## src/ssq_pkg.sv

```systemverilog
// Package with constants and types of the supply and reset sequencer
package ssq_pkg;

  // Register byte offsets
  localparam logic [11:0] OFS_DIAG = 12'h000;
  localparam logic [11:0] OFS_CTRL = 12'h004;
  localparam logic [11:0] OFS_STAT = 12'h008;
  localparam logic [11:0] OFS_IRQ_STAT = 12'h00C;
  localparam logic [11:0] OFS_IRQ_MASK = 12'h010;

  // Diagnosis and interrupt bit positions (same layout)
  localparam int BIT_LOAD0 = 0;
  localparam int BIT_LOAD1 = 1;
  localparam int BIT_PUMP_UV = 2;
  localparam int BIT_PUMP_WARN = 3;
  localparam int BIT_RST = 4;
  localparam int EVT_W = 5;

  // Control bit positions
  localparam int BIT_CLOCK_WATCHDOG_ENABLE = 0;
  localparam int BIT_CHEN0 = 1;

  // Status bit positions
  localparam int BIT_READY = 0;
  localparam int BIT_SLEEP = 1;
  localparam int BIT_WD_FAULT = 2;
  localparam int BIT_FAULT_PIN = 3;

  // Synchroniser lanes
  localparam int SY_LOGIC = 0;
  localparam int SY_ANALOG = 1;
  localparam int SY_REF = 2;
  localparam int SY_LOAD0 = 3;
  localparam int SY_PUMP_UV = 5;
  localparam int SY_PUMP_WARN = 6;
  localparam int SY_EXT_RST = 7;
  localparam int SY_CLK_PIN = 8;
  localparam int SY_FAULT_IN = 9;
  localparam int SY_W = 10;

  // Timing
  localparam int CLK_PERIOD_NS = 25;
  localparam int POR_TIME_NS = 64000;
  localparam int POR_CYC = (POR_TIME_NS + CLK_PERIOD_NS - 1) / CLK_PERIOD_NS;
  localparam int CLK_MISS_NS = 1000;
  localparam int MISS_CYC = CLK_MISS_NS / CLK_PERIOD_NS;

  // Reset values
  localparam logic [11:0] POR_CNT_RST = 12'h000;
  localparam logic [5:0] WD_CNT_RST = 6'h00;
  localparam logic [31:0] RDATA_RST = 32'h0000_0000;

  typedef enum logic [1:0] {
    ST_SLEEP,
    ST_RESET,
    ST_HOLD,
    ST_RUN
  } ssq_state_type;

endpackage

```

## src/ssq_sequencer.sv

```systemverilog
// Supply supervision, reset and sleep sequencing with APB registers
//
// How it works
// RL1: Load supply low disables that channel's stage and flags it.
// RL2: Analog or reference supply low holds internal logic in reset.
// RL3: Logic supply low holds internal logic in reset.
// RL4: Reset held until supplies good, then fixed hold time before release.
// RL5: Port accesses refused until hold time elapsed; host waits too.
// RL6: Armed clock watchdog holds reset when input clock stops or slows.
// RL7: Every exit from reset sets the reset-occurred flag.
// RL8: Any access to the diagnosis register clears reset-occurred flag.
// RL9: Pump undervoltage disables output stages and sets its flag.
// RL10: Pump below warning level sets the separate warning flag.
// RL11: Pump between warning and undervoltage keeps outputs running.
// RL12: Any core supply low puts the device into sleep.
// RL13: Sleep ends by itself once all core supplies are good.
// RL14: Sleep acts as reset; exit runs the full hold sequence.
// RL15: External reset low keeps reset, fault low, port disabled.
// RL16: Hold count starts first cycle after external reset rises; here it starts only once the two-flop synchronised reset pin reads high.
// RL17: Fault output pulled low in every internal reset state.
// RL18: Supply monitor outputs synchronised before use.
//
// Our own choices: the APB interface to the registers and the register offsets.
`timescale 1ns/10ps
module ssq_sequencer (
  // Clock, reset, enable
  input wire logic pclk,
  input wire logic presetn,
  input wire logic ce,
  // APB slave
  input wire logic psel,
  input wire logic penable,
  input wire logic pwrite,
  input wire logic [11:0] paddr,
  input wire logic [31:0] pwdata,
  output logic [31:0] prdata,
  output logic pready,
  output logic pslverr,
  // Supply monitors, high when above threshold
  input wire logic logic_supply,
  input wire logic analog_supply,
  input wire logic reference_supply,
  input wire logic [1:0] channel_load_supply,
  input wire logic pump_output_voltage,
  input wire logic pump_above_warning,
  // Host pins
  input wire logic external_reset_n,
  input wire logic clock_pin,
  // Open-drain fault pin
  input wire logic fault_out_n_i,
  output logic fault_out_n_o,
  output logic fault_out_n_oe_n,
  // Block outputs
  output logic [1:0] stage_enable,
  output logic internal_reset_n,
  output logic sleep_mode,
  output logic irq
);

  typedef struct packed {
    ssq_pkg::ssq_state_type state;
    logic [11:0] por_cnt;
    logic [5:0] wd_cnt;
    logic wd_fault;
    logic clk_prev;
    logic clock_watchdog_enable;
    logic [1:0] chen;
    logic diag_rst;
    logic [ssq_pkg::EVT_W-1:0] irq_stat;
    logic [ssq_pkg::EVT_W-1:0] irq_mask;
    logic [1:0] stage_en;
    logic [31:0] rdata;
  } ssq_regs_type;

  ssq_regs_type r_ff;
  ssq_regs_type nxt_r;
  logic [ssq_pkg::SY_W-1:0] raw;
  logic [ssq_pkg::SY_W-1:0] sy;
  logic supply_ok;
  logic ext_ok;
  logic [1:0] load_low;
  logic pump_uv;
  logic pump_warn;
  logic run;
  logic setup;
  logic access;
  logic mapped;
  logic wr_ok;
  logic acc_ok;
  logic clk_edge;
  logic [ssq_pkg::EVT_W-1:0] evt;
  logic [ssq_pkg::EVT_W-1:0] diag;

  assign raw = {fault_out_n_i, clock_pin, external_reset_n,
                pump_above_warning, pump_output_voltage,
                channel_load_supply, reference_supply, analog_supply,
                logic_supply};

  // RL18: synchronise monitor inputs
  ssq_sync #(
    .W(ssq_pkg::SY_W)
  ) u_sync (
    .pclk(pclk),
    .presetn(presetn),
    .ce(ce),
    .async_in(raw),
    .sync_out(sy)
  );

  // RL12: any core supply low means sleep
  assign supply_ok = sy[ssq_pkg::SY_LOGIC] & sy[ssq_pkg::SY_ANALOG] &
                     sy[ssq_pkg::SY_REF];
  assign ext_ok = sy[ssq_pkg::SY_EXT_RST];
  assign load_low = ~sy[ssq_pkg::SY_LOAD0 +: 2];
  assign pump_uv = ~sy[ssq_pkg::SY_PUMP_UV];
  assign pump_warn = ~sy[ssq_pkg::SY_PUMP_WARN];
  assign run = (r_ff.state == ssq_pkg::ST_RUN);
  assign clk_edge = sy[ssq_pkg::SY_CLK_PIN] & ~r_ff.clk_prev;

  // APB decode; zero wait states
  assign setup = psel & ~penable;
  assign access = psel & penable;
  assign mapped = (paddr == ssq_pkg::OFS_DIAG) ||
                  (paddr == ssq_pkg::OFS_CTRL) ||
                  (paddr == ssq_pkg::OFS_STAT) ||
                  (paddr == ssq_pkg::OFS_IRQ_STAT) ||
                  (paddr == ssq_pkg::OFS_IRQ_MASK);
  // RL5: refuse access until released
  assign acc_ok = access & run & mapped;
  assign wr_ok = acc_ok & pwrite;
  assign pready = 1'b1;
  assign pslverr = access & ~(run & mapped);
  assign prdata = r_ff.rdata;

  // RL1: load flags live in diagnosis
  always_comb begin
    diag = '0;
    diag[ssq_pkg::BIT_LOAD0] = load_low[0];
    diag[ssq_pkg::BIT_LOAD1] = load_low[1];
    diag[ssq_pkg::BIT_PUMP_UV] = pump_uv;
    diag[ssq_pkg::BIT_PUMP_WARN] = pump_warn;
    diag[ssq_pkg::BIT_RST] = r_ff.diag_rst;
  end

  always_comb begin
    nxt_r = r_ff;
    evt = '0;
    nxt_r.clk_prev = sy[ssq_pkg::SY_CLK_PIN];

    // RL6: watchdog counts cycles between rising clock pin edges
    if (clk_edge) begin
      nxt_r.wd_cnt = ssq_pkg::WD_CNT_RST;
    end else if (r_ff.wd_cnt != 6'(ssq_pkg::MISS_CYC)) begin
      nxt_r.wd_cnt = r_ff.wd_cnt + 6'h01;
    end
    // Latched until external reset or power loss
    if (!ext_ok || !supply_ok) begin
      nxt_r.wd_fault = 1'b0;
    end else if (r_ff.clock_watchdog_enable && r_ff.wd_cnt == 6'(ssq_pkg::MISS_CYC)) begin
      nxt_r.wd_fault = 1'b1;
    end

    case (r_ff.state)
      ssq_pkg::ST_SLEEP: begin
        // RL13: leave sleep without host action
        if (supply_ok) begin
          nxt_r.state = ssq_pkg::ST_RESET;
        end
      end
      ssq_pkg::ST_RESET: begin
        // RL16: hold count starts right after release
        if (ext_ok && !r_ff.wd_fault) begin
          nxt_r.state = ssq_pkg::ST_HOLD;
          nxt_r.por_cnt = ssq_pkg::POR_CNT_RST;
        end
      end
      ssq_pkg::ST_HOLD: begin
        // RL4: fixed hold before release
        if (r_ff.por_cnt == 12'(ssq_pkg::POR_CYC - 1)) begin
          nxt_r.state = ssq_pkg::ST_RUN;
          evt[ssq_pkg::BIT_RST] = 1'b1;
        end else begin
          nxt_r.por_cnt = r_ff.por_cnt + 12'h001;
        end
      end
      ssq_pkg::ST_RUN: begin
        nxt_r.state = ssq_pkg::ST_RUN;
      end
      default: begin
        nxt_r.state = ssq_pkg::ST_SLEEP;
      end
    endcase

    // RL15: external reset overrides, watchdog too
    if (!ext_ok || r_ff.wd_fault) begin
      nxt_r.state = ssq_pkg::ST_RESET;
      evt[ssq_pkg::BIT_RST] = 1'b0;
    end
    // RL2: supply loss wins over all
    // RL3: logic supply included
    // RL14: sleep restarts whole sequence
    if (!supply_ok) begin
      nxt_r.state = ssq_pkg::ST_SLEEP;
      evt[ssq_pkg::BIT_RST] = 1'b0;
    end

    // Internal reset clears software control
    if (!run) begin
      nxt_r.clock_watchdog_enable = 1'b0;
      nxt_r.chen = 2'b00;
    end

    // Register writes
    if (wr_ok) begin
      if (paddr == ssq_pkg::OFS_CTRL) begin
        nxt_r.clock_watchdog_enable = pwdata[ssq_pkg::BIT_CLOCK_WATCHDOG_ENABLE];
        nxt_r.chen = pwdata[ssq_pkg::BIT_CHEN0 +: 2];
      end else if (paddr == ssq_pkg::OFS_IRQ_STAT) begin
        nxt_r.irq_stat = r_ff.irq_stat & ~pwdata[ssq_pkg::EVT_W-1:0];
      end else if (paddr == ssq_pkg::OFS_IRQ_MASK) begin
        nxt_r.irq_mask = pwdata[ssq_pkg::EVT_W-1:0];
      end
    end

    // RL8: diagnosis access clears reset flag
    if (acc_ok && paddr == ssq_pkg::OFS_DIAG) begin
      nxt_r.diag_rst = 1'b0;
    end
    // RL7: exit from reset sets flag; set wins
    if (evt[ssq_pkg::BIT_RST]) begin
      nxt_r.diag_rst = 1'b1;
    end

    // RL10: warning flag source
    evt[ssq_pkg::BIT_PUMP_WARN] = pump_warn;
    evt[ssq_pkg::BIT_PUMP_UV] = pump_uv;
    evt[ssq_pkg::BIT_LOAD0] = load_low[0];
    evt[ssq_pkg::BIT_LOAD1] = load_low[1];
    // Set after clear so a same-cycle event survives
    nxt_r.irq_stat = nxt_r.irq_stat | evt;

    // RL1: per-channel load supply gate
    // RL9: pump undervoltage gate
    // RL11: warning alone does not gate
    // Outputs stay off until watchdog armed
    nxt_r.stage_en = (run && r_ff.clock_watchdog_enable && !pump_uv) ?
                     (r_ff.chen & ~load_low) : 2'b00;

    // Read data captured in setup phase
    if (setup) begin
      if (paddr == ssq_pkg::OFS_DIAG) begin
        nxt_r.rdata = {27'h000_0000, diag};
      end else if (paddr == ssq_pkg::OFS_CTRL) begin
        nxt_r.rdata = {29'h0000_0000, r_ff.chen, r_ff.clock_watchdog_enable};
      end else if (paddr == ssq_pkg::OFS_STAT) begin
        nxt_r.rdata = {28'h000_0000, sy[ssq_pkg::SY_FAULT_IN],
                       r_ff.wd_fault,
                       r_ff.state == ssq_pkg::ST_SLEEP, run};
      end else if (paddr == ssq_pkg::OFS_IRQ_STAT) begin
        nxt_r.rdata = {27'h000_0000, r_ff.irq_stat};
      end else if (paddr == ssq_pkg::OFS_IRQ_MASK) begin
        nxt_r.rdata = {27'h000_0000, r_ff.irq_mask};
      end else begin
        nxt_r.rdata = ssq_pkg::RDATA_RST;
      end
    end
  end

  always_ff @(posedge pclk or negedge presetn) begin
    if (!presetn) begin
      r_ff <= '{state: ssq_pkg::ST_SLEEP,
                por_cnt: ssq_pkg::POR_CNT_RST,
                wd_cnt: ssq_pkg::WD_CNT_RST,
                rdata: ssq_pkg::RDATA_RST,
                default: '0};
    end else if (ce) begin
      r_ff <= nxt_r;
    end
  end

  // RL17: fault pin low in reset or on supply faults
  assign fault_out_n_o = 1'b0;
  assign fault_out_n_oe_n = run & ~pump_uv & ~(|load_low);
  assign stage_enable = r_ff.stage_en;
  assign internal_reset_n = run;
  assign sleep_mode = (r_ff.state == ssq_pkg::ST_SLEEP);
  assign irq = |(r_ff.irq_stat & r_ff.irq_mask);
endmodule

```

## src/ssq_sync.sv

```systemverilog
// Two-flop synchroniser, one lane per bit
`timescale 1ns/10ps
module ssq_sync #(
  parameter int W = 1
) (
  // Clock, reset, enable
  input wire logic pclk,
  input wire logic presetn,
  input wire logic ce,
  // Lanes
  input wire logic [W-1:0] async_in,
  output logic [W-1:0] sync_out
);

  genvar i;
  generate
    for (i = 0; i < W; i++) begin : g_lane
      logic meta_ff;
      logic sync_ff;
      always_ff @(posedge pclk or negedge presetn) begin
        if (!presetn) begin
          meta_ff <= 1'b0;
          sync_ff <= 1'b0;
        end else if (ce) begin
          meta_ff <= async_in[i];
          sync_ff <= meta_ff;
        end
      end
      assign sync_out[i] = sync_ff;
    end
  endgenerate

endmodule
```

## config.mk

```make
export PLATFORM = sky130hd
export DESIGN_NAME = ssq_sequencer
export DESIGN_NICKNAME = d
export VERILOG_FILES = /design/src/ssq_pkg.sv /design/src/ssq_sequencer.sv /design/src/ssq_sync.sv
export SDC_FILE = /design/constraint.sdc
export NUM_CORES = 1
export LEC_CHECK = 0
export BUFFER_PORTS_ARGS = -buffer_cell sky130_fd_sc_hd__buf_2
export CAP_MARGIN = 5
export CORE_UTILIZATION = 49
export DETAILED_ROUTE_END_ITERATION = 16
export HOLD_SLACK_MARGIN = 0.08
export PLACE_DENSITY = 0.76
export SYNTH_ARGS = -nofsm -noshare
export SYNTH_HDL_FRONTEND = slang
export SYNTH_SLANG_ARGS = --single-unit
```

## constraint.sdc

```tcl
create_clock -name pclk -period 2.3 [get_ports pclk]
set_input_delay 0.23 -clock pclk [delete_from_list [all_inputs] [get_ports pclk]]
set_output_delay 0.23 -clock pclk [all_outputs]
set_load 0.02 [all_outputs]
```

---- Word-level counts from Yosys, hierarchy flattened ----
Cells that the tools add are included.
word-level totals
  bits in registers ....................... 90
  latch bits .............................. 0
  RAM bits ................................ 0
  memory bits (read-only) ................. 0
  bits of input ports ..................... 60
  memories kept ........................... 0
cells by class
  $add $sub $neg .......................... 2
  $mul .................................... 0
  divide/modulo/power cells ............... 0
  magnitude comparators ................... 0
  equality and inequality tests ........... 14
  shifts and indexed selects .............. 0
  multiplexer cells ....................... 31
  bitwise operators ....................... 27
  reductions and logical operators ........ 29
operators by type and width
  operator                                               count
  two-way mux 5 bit                                      8
  equality test 12 x 4 -> 1 bit (second input constant)  2
  case mux 12 bit (2 select lines)                       1
  two-way mux 10 bit                                     2
  two-way mux 14 bit                                     1
  adder 12 x 1 -> 12 bit (second input constant)         1
  AND 1 bit                                              12
  equality test 12 bit (second input constant)           1
  equality test 12 x 3 -> 1 bit (second input constant)  1
  equality test 12 x 5 -> 1 bit (second input constant)  1
  zero test 12 bit                                       1
  two-way mux 12 bit                                     1
  two-way mux 6 bit                                      2
  AND 5 bit                                              2
  two-way mux 3 bit                                      3
  two-way mux 1 bit                                      8
  two-way mux 2 bit                                      4
  != test 4 bit (second input constant)                  2
  inverter 1 bit                                         8
  case mux 2 bit (4 select lines)                        1
  AND reduction 2 bit                                    4
  nonzero test 2 bit                                     4
  adder 6 x 1 -> 6 bit (second input constant)           1
  equality test 6 bit (second input constant)            1
  17 further kinds                                       31

---- Longest topological paths before layout ----
  depth after elaboration ................. 9
  mapped depth ............................ 7
  gate-level depth less buffers ........... 6

---- Modules after synthesis ----
A second synthesis with hierarchy kept.
second synthesis, totals
  cells, all modules ...................... 359
  area total of the unflattened synthesis .. 3752.3 um^2
modules (own cells, without submodules)
  module         times used  cells an instance  area an instance (um^2)  seq. area each (um^2)
  ssq_sequencer  1           307                2854.0                   1076.0
  ssq_sync       1           52                 898.4                    500.5

---- Worst setup path before layout ----
OpenSTA, ideal clock, no wires.
  kind .................................... reg2reg
  from .................................... reg r_ff[69] (netlist bit)
  to ...................................... reg r_ff[42] (netlist bit)
  arrival ................................. 1.926 ns
  slack ................................... 0.248 ns
  cell stages (with the launch flop) ...... 6
  path buffers ............................ 0
  period minus slack after synthesis ...... 2.052 ns
  cells stage by stage .................... dfrtp_1 -> ha_1 -> nor4b_2 -> nand4_2 -> or4_4 -> a221o_1
between the ends
  word-level cells in the longest chain between the ends .. 6
RTL lines
  element                  line                  source
  start, declared          ssq_sequencer.sv:75   ssq_regs_type r_ff;
  start signal, assigned   ssq_sequencer.sv:271  r_ff <= '{state: ssq_pkg::ST_SLEEP,
  start signal, assigned   ssq_sequencer.sv:277  r_ff <= nxt_r;
  equality test 2 bit      ssq_sequencer.sv:117  assign run = (r_ff.state == ssq_pkg::ST_RUN);
  via internal_reset_n     ssq_sequencer.sv:55   output logic internal_reset_n,
  AND 1 bit (2 in series)  ssq_sequencer.sv:129  assign acc_ok = access & run & mapped;
  AND 1 bit                ssq_sequencer.sv:130  assign wr_ok = acc_ok & pwrite;
  two-way mux 10 bit       ssq_sequencer.sv:214  if (wr_ok) begin
  bitwise OR 5 bit         ssq_sequencer.sv:240  nxt_r.irq_stat = nxt_r.irq_stat | evt;
The timed path passes the listed nets, and every way through them passes these cells.
A chain may end at the register's enable or synchronous reset.

---- Worst setup path after layout ----
  from .................................... reg r_ff[69] (netlist bit)
  to ...................................... reg r_ff[41] (netlist bit)
between the ends
  word-level cells in the longest chain between the ends .. 6
RTL lines
  element                  line
  equality test 2 bit      ssq_sequencer.sv:117
  AND 1 bit (2 in series)  ssq_sequencer.sv:129
  AND 1 bit                ssq_sequencer.sv:130
  two-way mux 10 bit       ssq_sequencer.sv:214
  bitwise OR 5 bit         ssq_sequencer.sv:240
Every way passes these cells.

==> results by group <==
Synth
  – Top_reg_cell synth: dfrtp_1
  – Synthesized area per cell: approximately 10 um2
  – Post-synth EDFFs: 0
  – Mapped cell area: approximately 0.0035 mm2
  – Netlist cell types: 50
  – Asr flop ratio synth: between 90% and 100%
  – Cell count after synthesis: ~360
  – Area share of the leading cell type in the synthesized netlist: around 45%
  – Post-synth top area cell: dfrtp_1
  – Yosys reg bits: between 60 and 70
  – Top post-synthesis cells by area: dfrtp_1, buf_4, mux2_2
  – Synthesis warning total: 0
  – Sequential fraction of the synthesis area: between 40% and 50%

Placement
  – Placer congestion estimate: just over 0.8
  – Post-DP HPWL: 5340 um
  – IO buf count: between 40 and 50
  – DP Area: roughly 0.0037 mm2

Global route
  – Grt total ovfl: 0
  – Gr usage total: 20.7%
  – Largest net degree at the start of global routing: 64
  – Initial antenna violation count: 0
  – Vias in the first global route: 2,581
  – First-pass GRT wire length: around 12,000 um

Setup path
  – Required time worst endpoint: ~2.5 ns
  – Crit path from: r_ff[69]$_DFFE_PN0P_
  – Ordered cell list for the critical path: ha_1 > nor4b_2 > nand4_2 > or4_4 > a221o_1
  – Crit path max-delay family: simple AND/OR/NAND/NOR gates
  – CP max stage cell: or4_4
  – Buf+Inv Stages, Crit Path: 0
  – CP Launch Type: register
  – CP Max Fanout: 5
  – Crit path largest cell delay: 0.51 ns
  – CP Class: register to register
  – Arr. time, crit path: about 2.4 ns
  – CP endpoint kind: register
  – Reg-to-reg critical path startpoint: r_ff[69]$_DFFE_PN0P_

Detailed routing
  – Wire per inst: approximately 15 um
  – Residual DRC: 0
  – Total length of routed wires: a little over 7000 um
  – DR vias/cell: ~5.5
  – Drt first pass iters: 5
  – Vias: around 2,700
  – DRT iter0 DRCs: 279
  – Antenna-violating nets left: 0

Run
  – Max-cap violations: 0

Layout
  – Layout area overhead: 10.7%
  – Ant. Diodes: 0
  – Filler cells: 614
  – Share of cells above drive strength 1: a little under a quarter
  – Final core occ: about 57%
  – Post-route cell area: between 0.003 and 0.004 mm2
  – Nets@finish: about 460

STA
  – TNS Setup: 0 ns
  – Pins Over Slew Limit: 0
  – Setup violators final: 0
  – Tightest Pin Transition: 0.790 ns
  – Relative slew slack: a little under half
  – Crit share post-route: roughly 93%
  – Min Tclk post-route: around 2.1 ns
  – Unrepaired setup endpoints after global routing: false
  – Endpoints failing hold: 0
  – Max frequency: ~470 MHz
  – Worst clock skew: between 0.01 and 0.015 ns
  – Min Hold Slack: about 0.067 ns

Clock tree
  – Clock-pin slew on the worst setup and hold paths: about 0.070 ns
  – # hold bufs at CTS: 0
  – Clock buffer depth: 2
  – CTS H-tree lvls: 3
  – Clock latency on the worst-skew pair: about 0.34 ns
  – Setup Fix Bufs, Post-CTS: 0
  – Root Buffer: clkbuf_8
  – CTS Buf Count: 9
  – Clock sinks: 63
  – CTS tree: built
  – Post-cts resize count: 0

Floorplanning
  – Row cnt: 30
  – DIE AREA: ~0.0076 mm2
  – Initial Utilization: roughly 51%
  – Die X: 86.9 um
  – Vert. Die Dim: between 80 and 90 um
  – Top Ports: ~100
  – Core area: 0.00687 mm2

Status
  – Status: complete, no violations

Pwr
  – Leak: 1.77 nW
  – Power Dens Cells: about 670 mW/mm2
  – Design Power: around 2.6 mW
  – Peak VDD IR: around 0.47 mV

Worst hold path
  – Hold Path Class: input pin to asynchronous set/reset pin
layout by cell type (no fill, tap or decap), types with 2 or more instances in the layout:
cell type  synthesis  routed
clkbuf_8           0      12
o31ai_1            7       7
a31oi_1            2       2
mux2i_1            8       8
conb_1             2      29
ha_1               7       7
and3_1             5       5
buf_4             36       5
nor2b_1            8       8
nor2_1            22      22
o21ai_0           15      15
inv_1             17      17
dfrtp_1           63      63
xor2_1             4       4
o41ai_1            5       5
nand4_1            6       6
nand2b_1           8       8
nor4_1             3       3
nand2_1           33      33
clkbuf_1           5       2
mux2_2            21      21
o311ai_0           4       4
or4_1              5       5
a221o_1            6       6
nand3_1           13      13
a21oi_1           12      12
buf_2              2      44
or2_2              2       2
a211o_1            3       3
nor3_1             3       3
o22ai_1            2       2
a22oi_1            5       5
Yosys cell counts, types with 2 or more instances:
cell	n
a221o_1	6
clkbuf_1	5
or2_2	2
a21oi_1	12
nand3_1	13
dfrtp_1	63
buf_4	36
nor2b_1	8
mux2_2	21
o31ai_1	7
nor3_1	3
nor4_1	3
o41ai_1	5
o21ai_0	15
xor2_1	4
nand4_1	6
ha_1	7
nand2b_1	8
or4_1	5
a31oi_1	2
buf_1	3
a211o_1	3
buf_2	2
nor2_1	22
o311ai_0	4
mux2i_1	8
conb_1	2
o22ai_1	2
inv_1	17
a22oi_1	5
and3_1	5
nand2_1	33
where the power goes:
group          internal [mW]  switching [mW]  total, mW
sequential              1.19          0.0607       1.25
clock                  0.591           0.417       1.01
combinational          0.129           0.235      0.365
cell families (layout without fill, tap and decap cells):
family,count (synthesis),after routing,share of synthesized area (%)
adder cells (fa/ha/maj),7,7,2.48
multiplexers,29,29,8.96
other,2,29,0.213
XOR/XNOR,4,4,0.992
AO/OA/AOI/OAI,68,68,13.8
flip-flops,63,63,44.6
AND/OR/NAND/NOR,119,119,18.3
buffers and inverters,63,82,10.6
metrics by stage:
step | setup slack, ns | std cells
after floorplan | 0.248 | 382
after global placement | 0.246 | 481
after detailed placement | 0.192 | 481
after CTS | 0.176 | 497
after global routing | 0.0602 | 497
final | 0.163 | 497
layout make-up:
cell class                      count  area [um2]  share of cell area (%)
Multi-Input combinational cell    256        1680                    43.0
Timing Repair Buffer               49         258                    6.59
Sequential cell                    63        1580                    40.3
Inverter                           17        63.8                    1.63
Clock inverter                      2        37.5                   0.960
Tap cell                           96         120                    3.07
Clock buffer                       14         173                    4.41
worst paths after layout:
path / slack [ns] / end / cells after the start
worst min-delay path: 0.07 / u_sync.g_lane[2].sync_ff$_DFFE_PN0P_ / 2
min in group pclk: 0.12 / u_sync.g_lane[8].meta_ff$_DFFE_PN0P_ / 2
max in group asynchronous: 1.72 / r_ff[66]$_DFFE_PN0P_ / 2
worst min register to register: 0.48 / prdata[2]$_DFFE_PN0P_ / 2
worst max register to register: 0.16 / r_ff[41]$_DFFE_PN0P_ / 5
worst max-delay path: 0.16 / r_ff[41]$_DFFE_PN0P_ / 5
layer usage:
metal / share of wire, % / global-route usage (%) / vias to the layer above
li1: - / - / 1302
met1: 45 / 27.6 / 1324
met2: 46 / 31.9 / 103
met3: 6.6 / 5.97 / 15
met4: 2.2 / 8.33 / 0
met5: 0 / 0 / -
sequential cells by signal, indices dropped and copies added, names as in the netlist:
name and cells:
diag 1, prdata 5, r_ff 35, stage_enable 2, u_sync.g_lane.meta_ff 10, u_sync.g_lane.sync_ff 10
worst register-to-register path, cell delays in order (launching register included):
cell	delay, ns
dfrtp_1	0.41
ha_1	0.23
nor4b_2	0.34
nand4_2	0.21
or4_4	0.51
a221o_1	0.32
(Power assumes the default switching activity.)
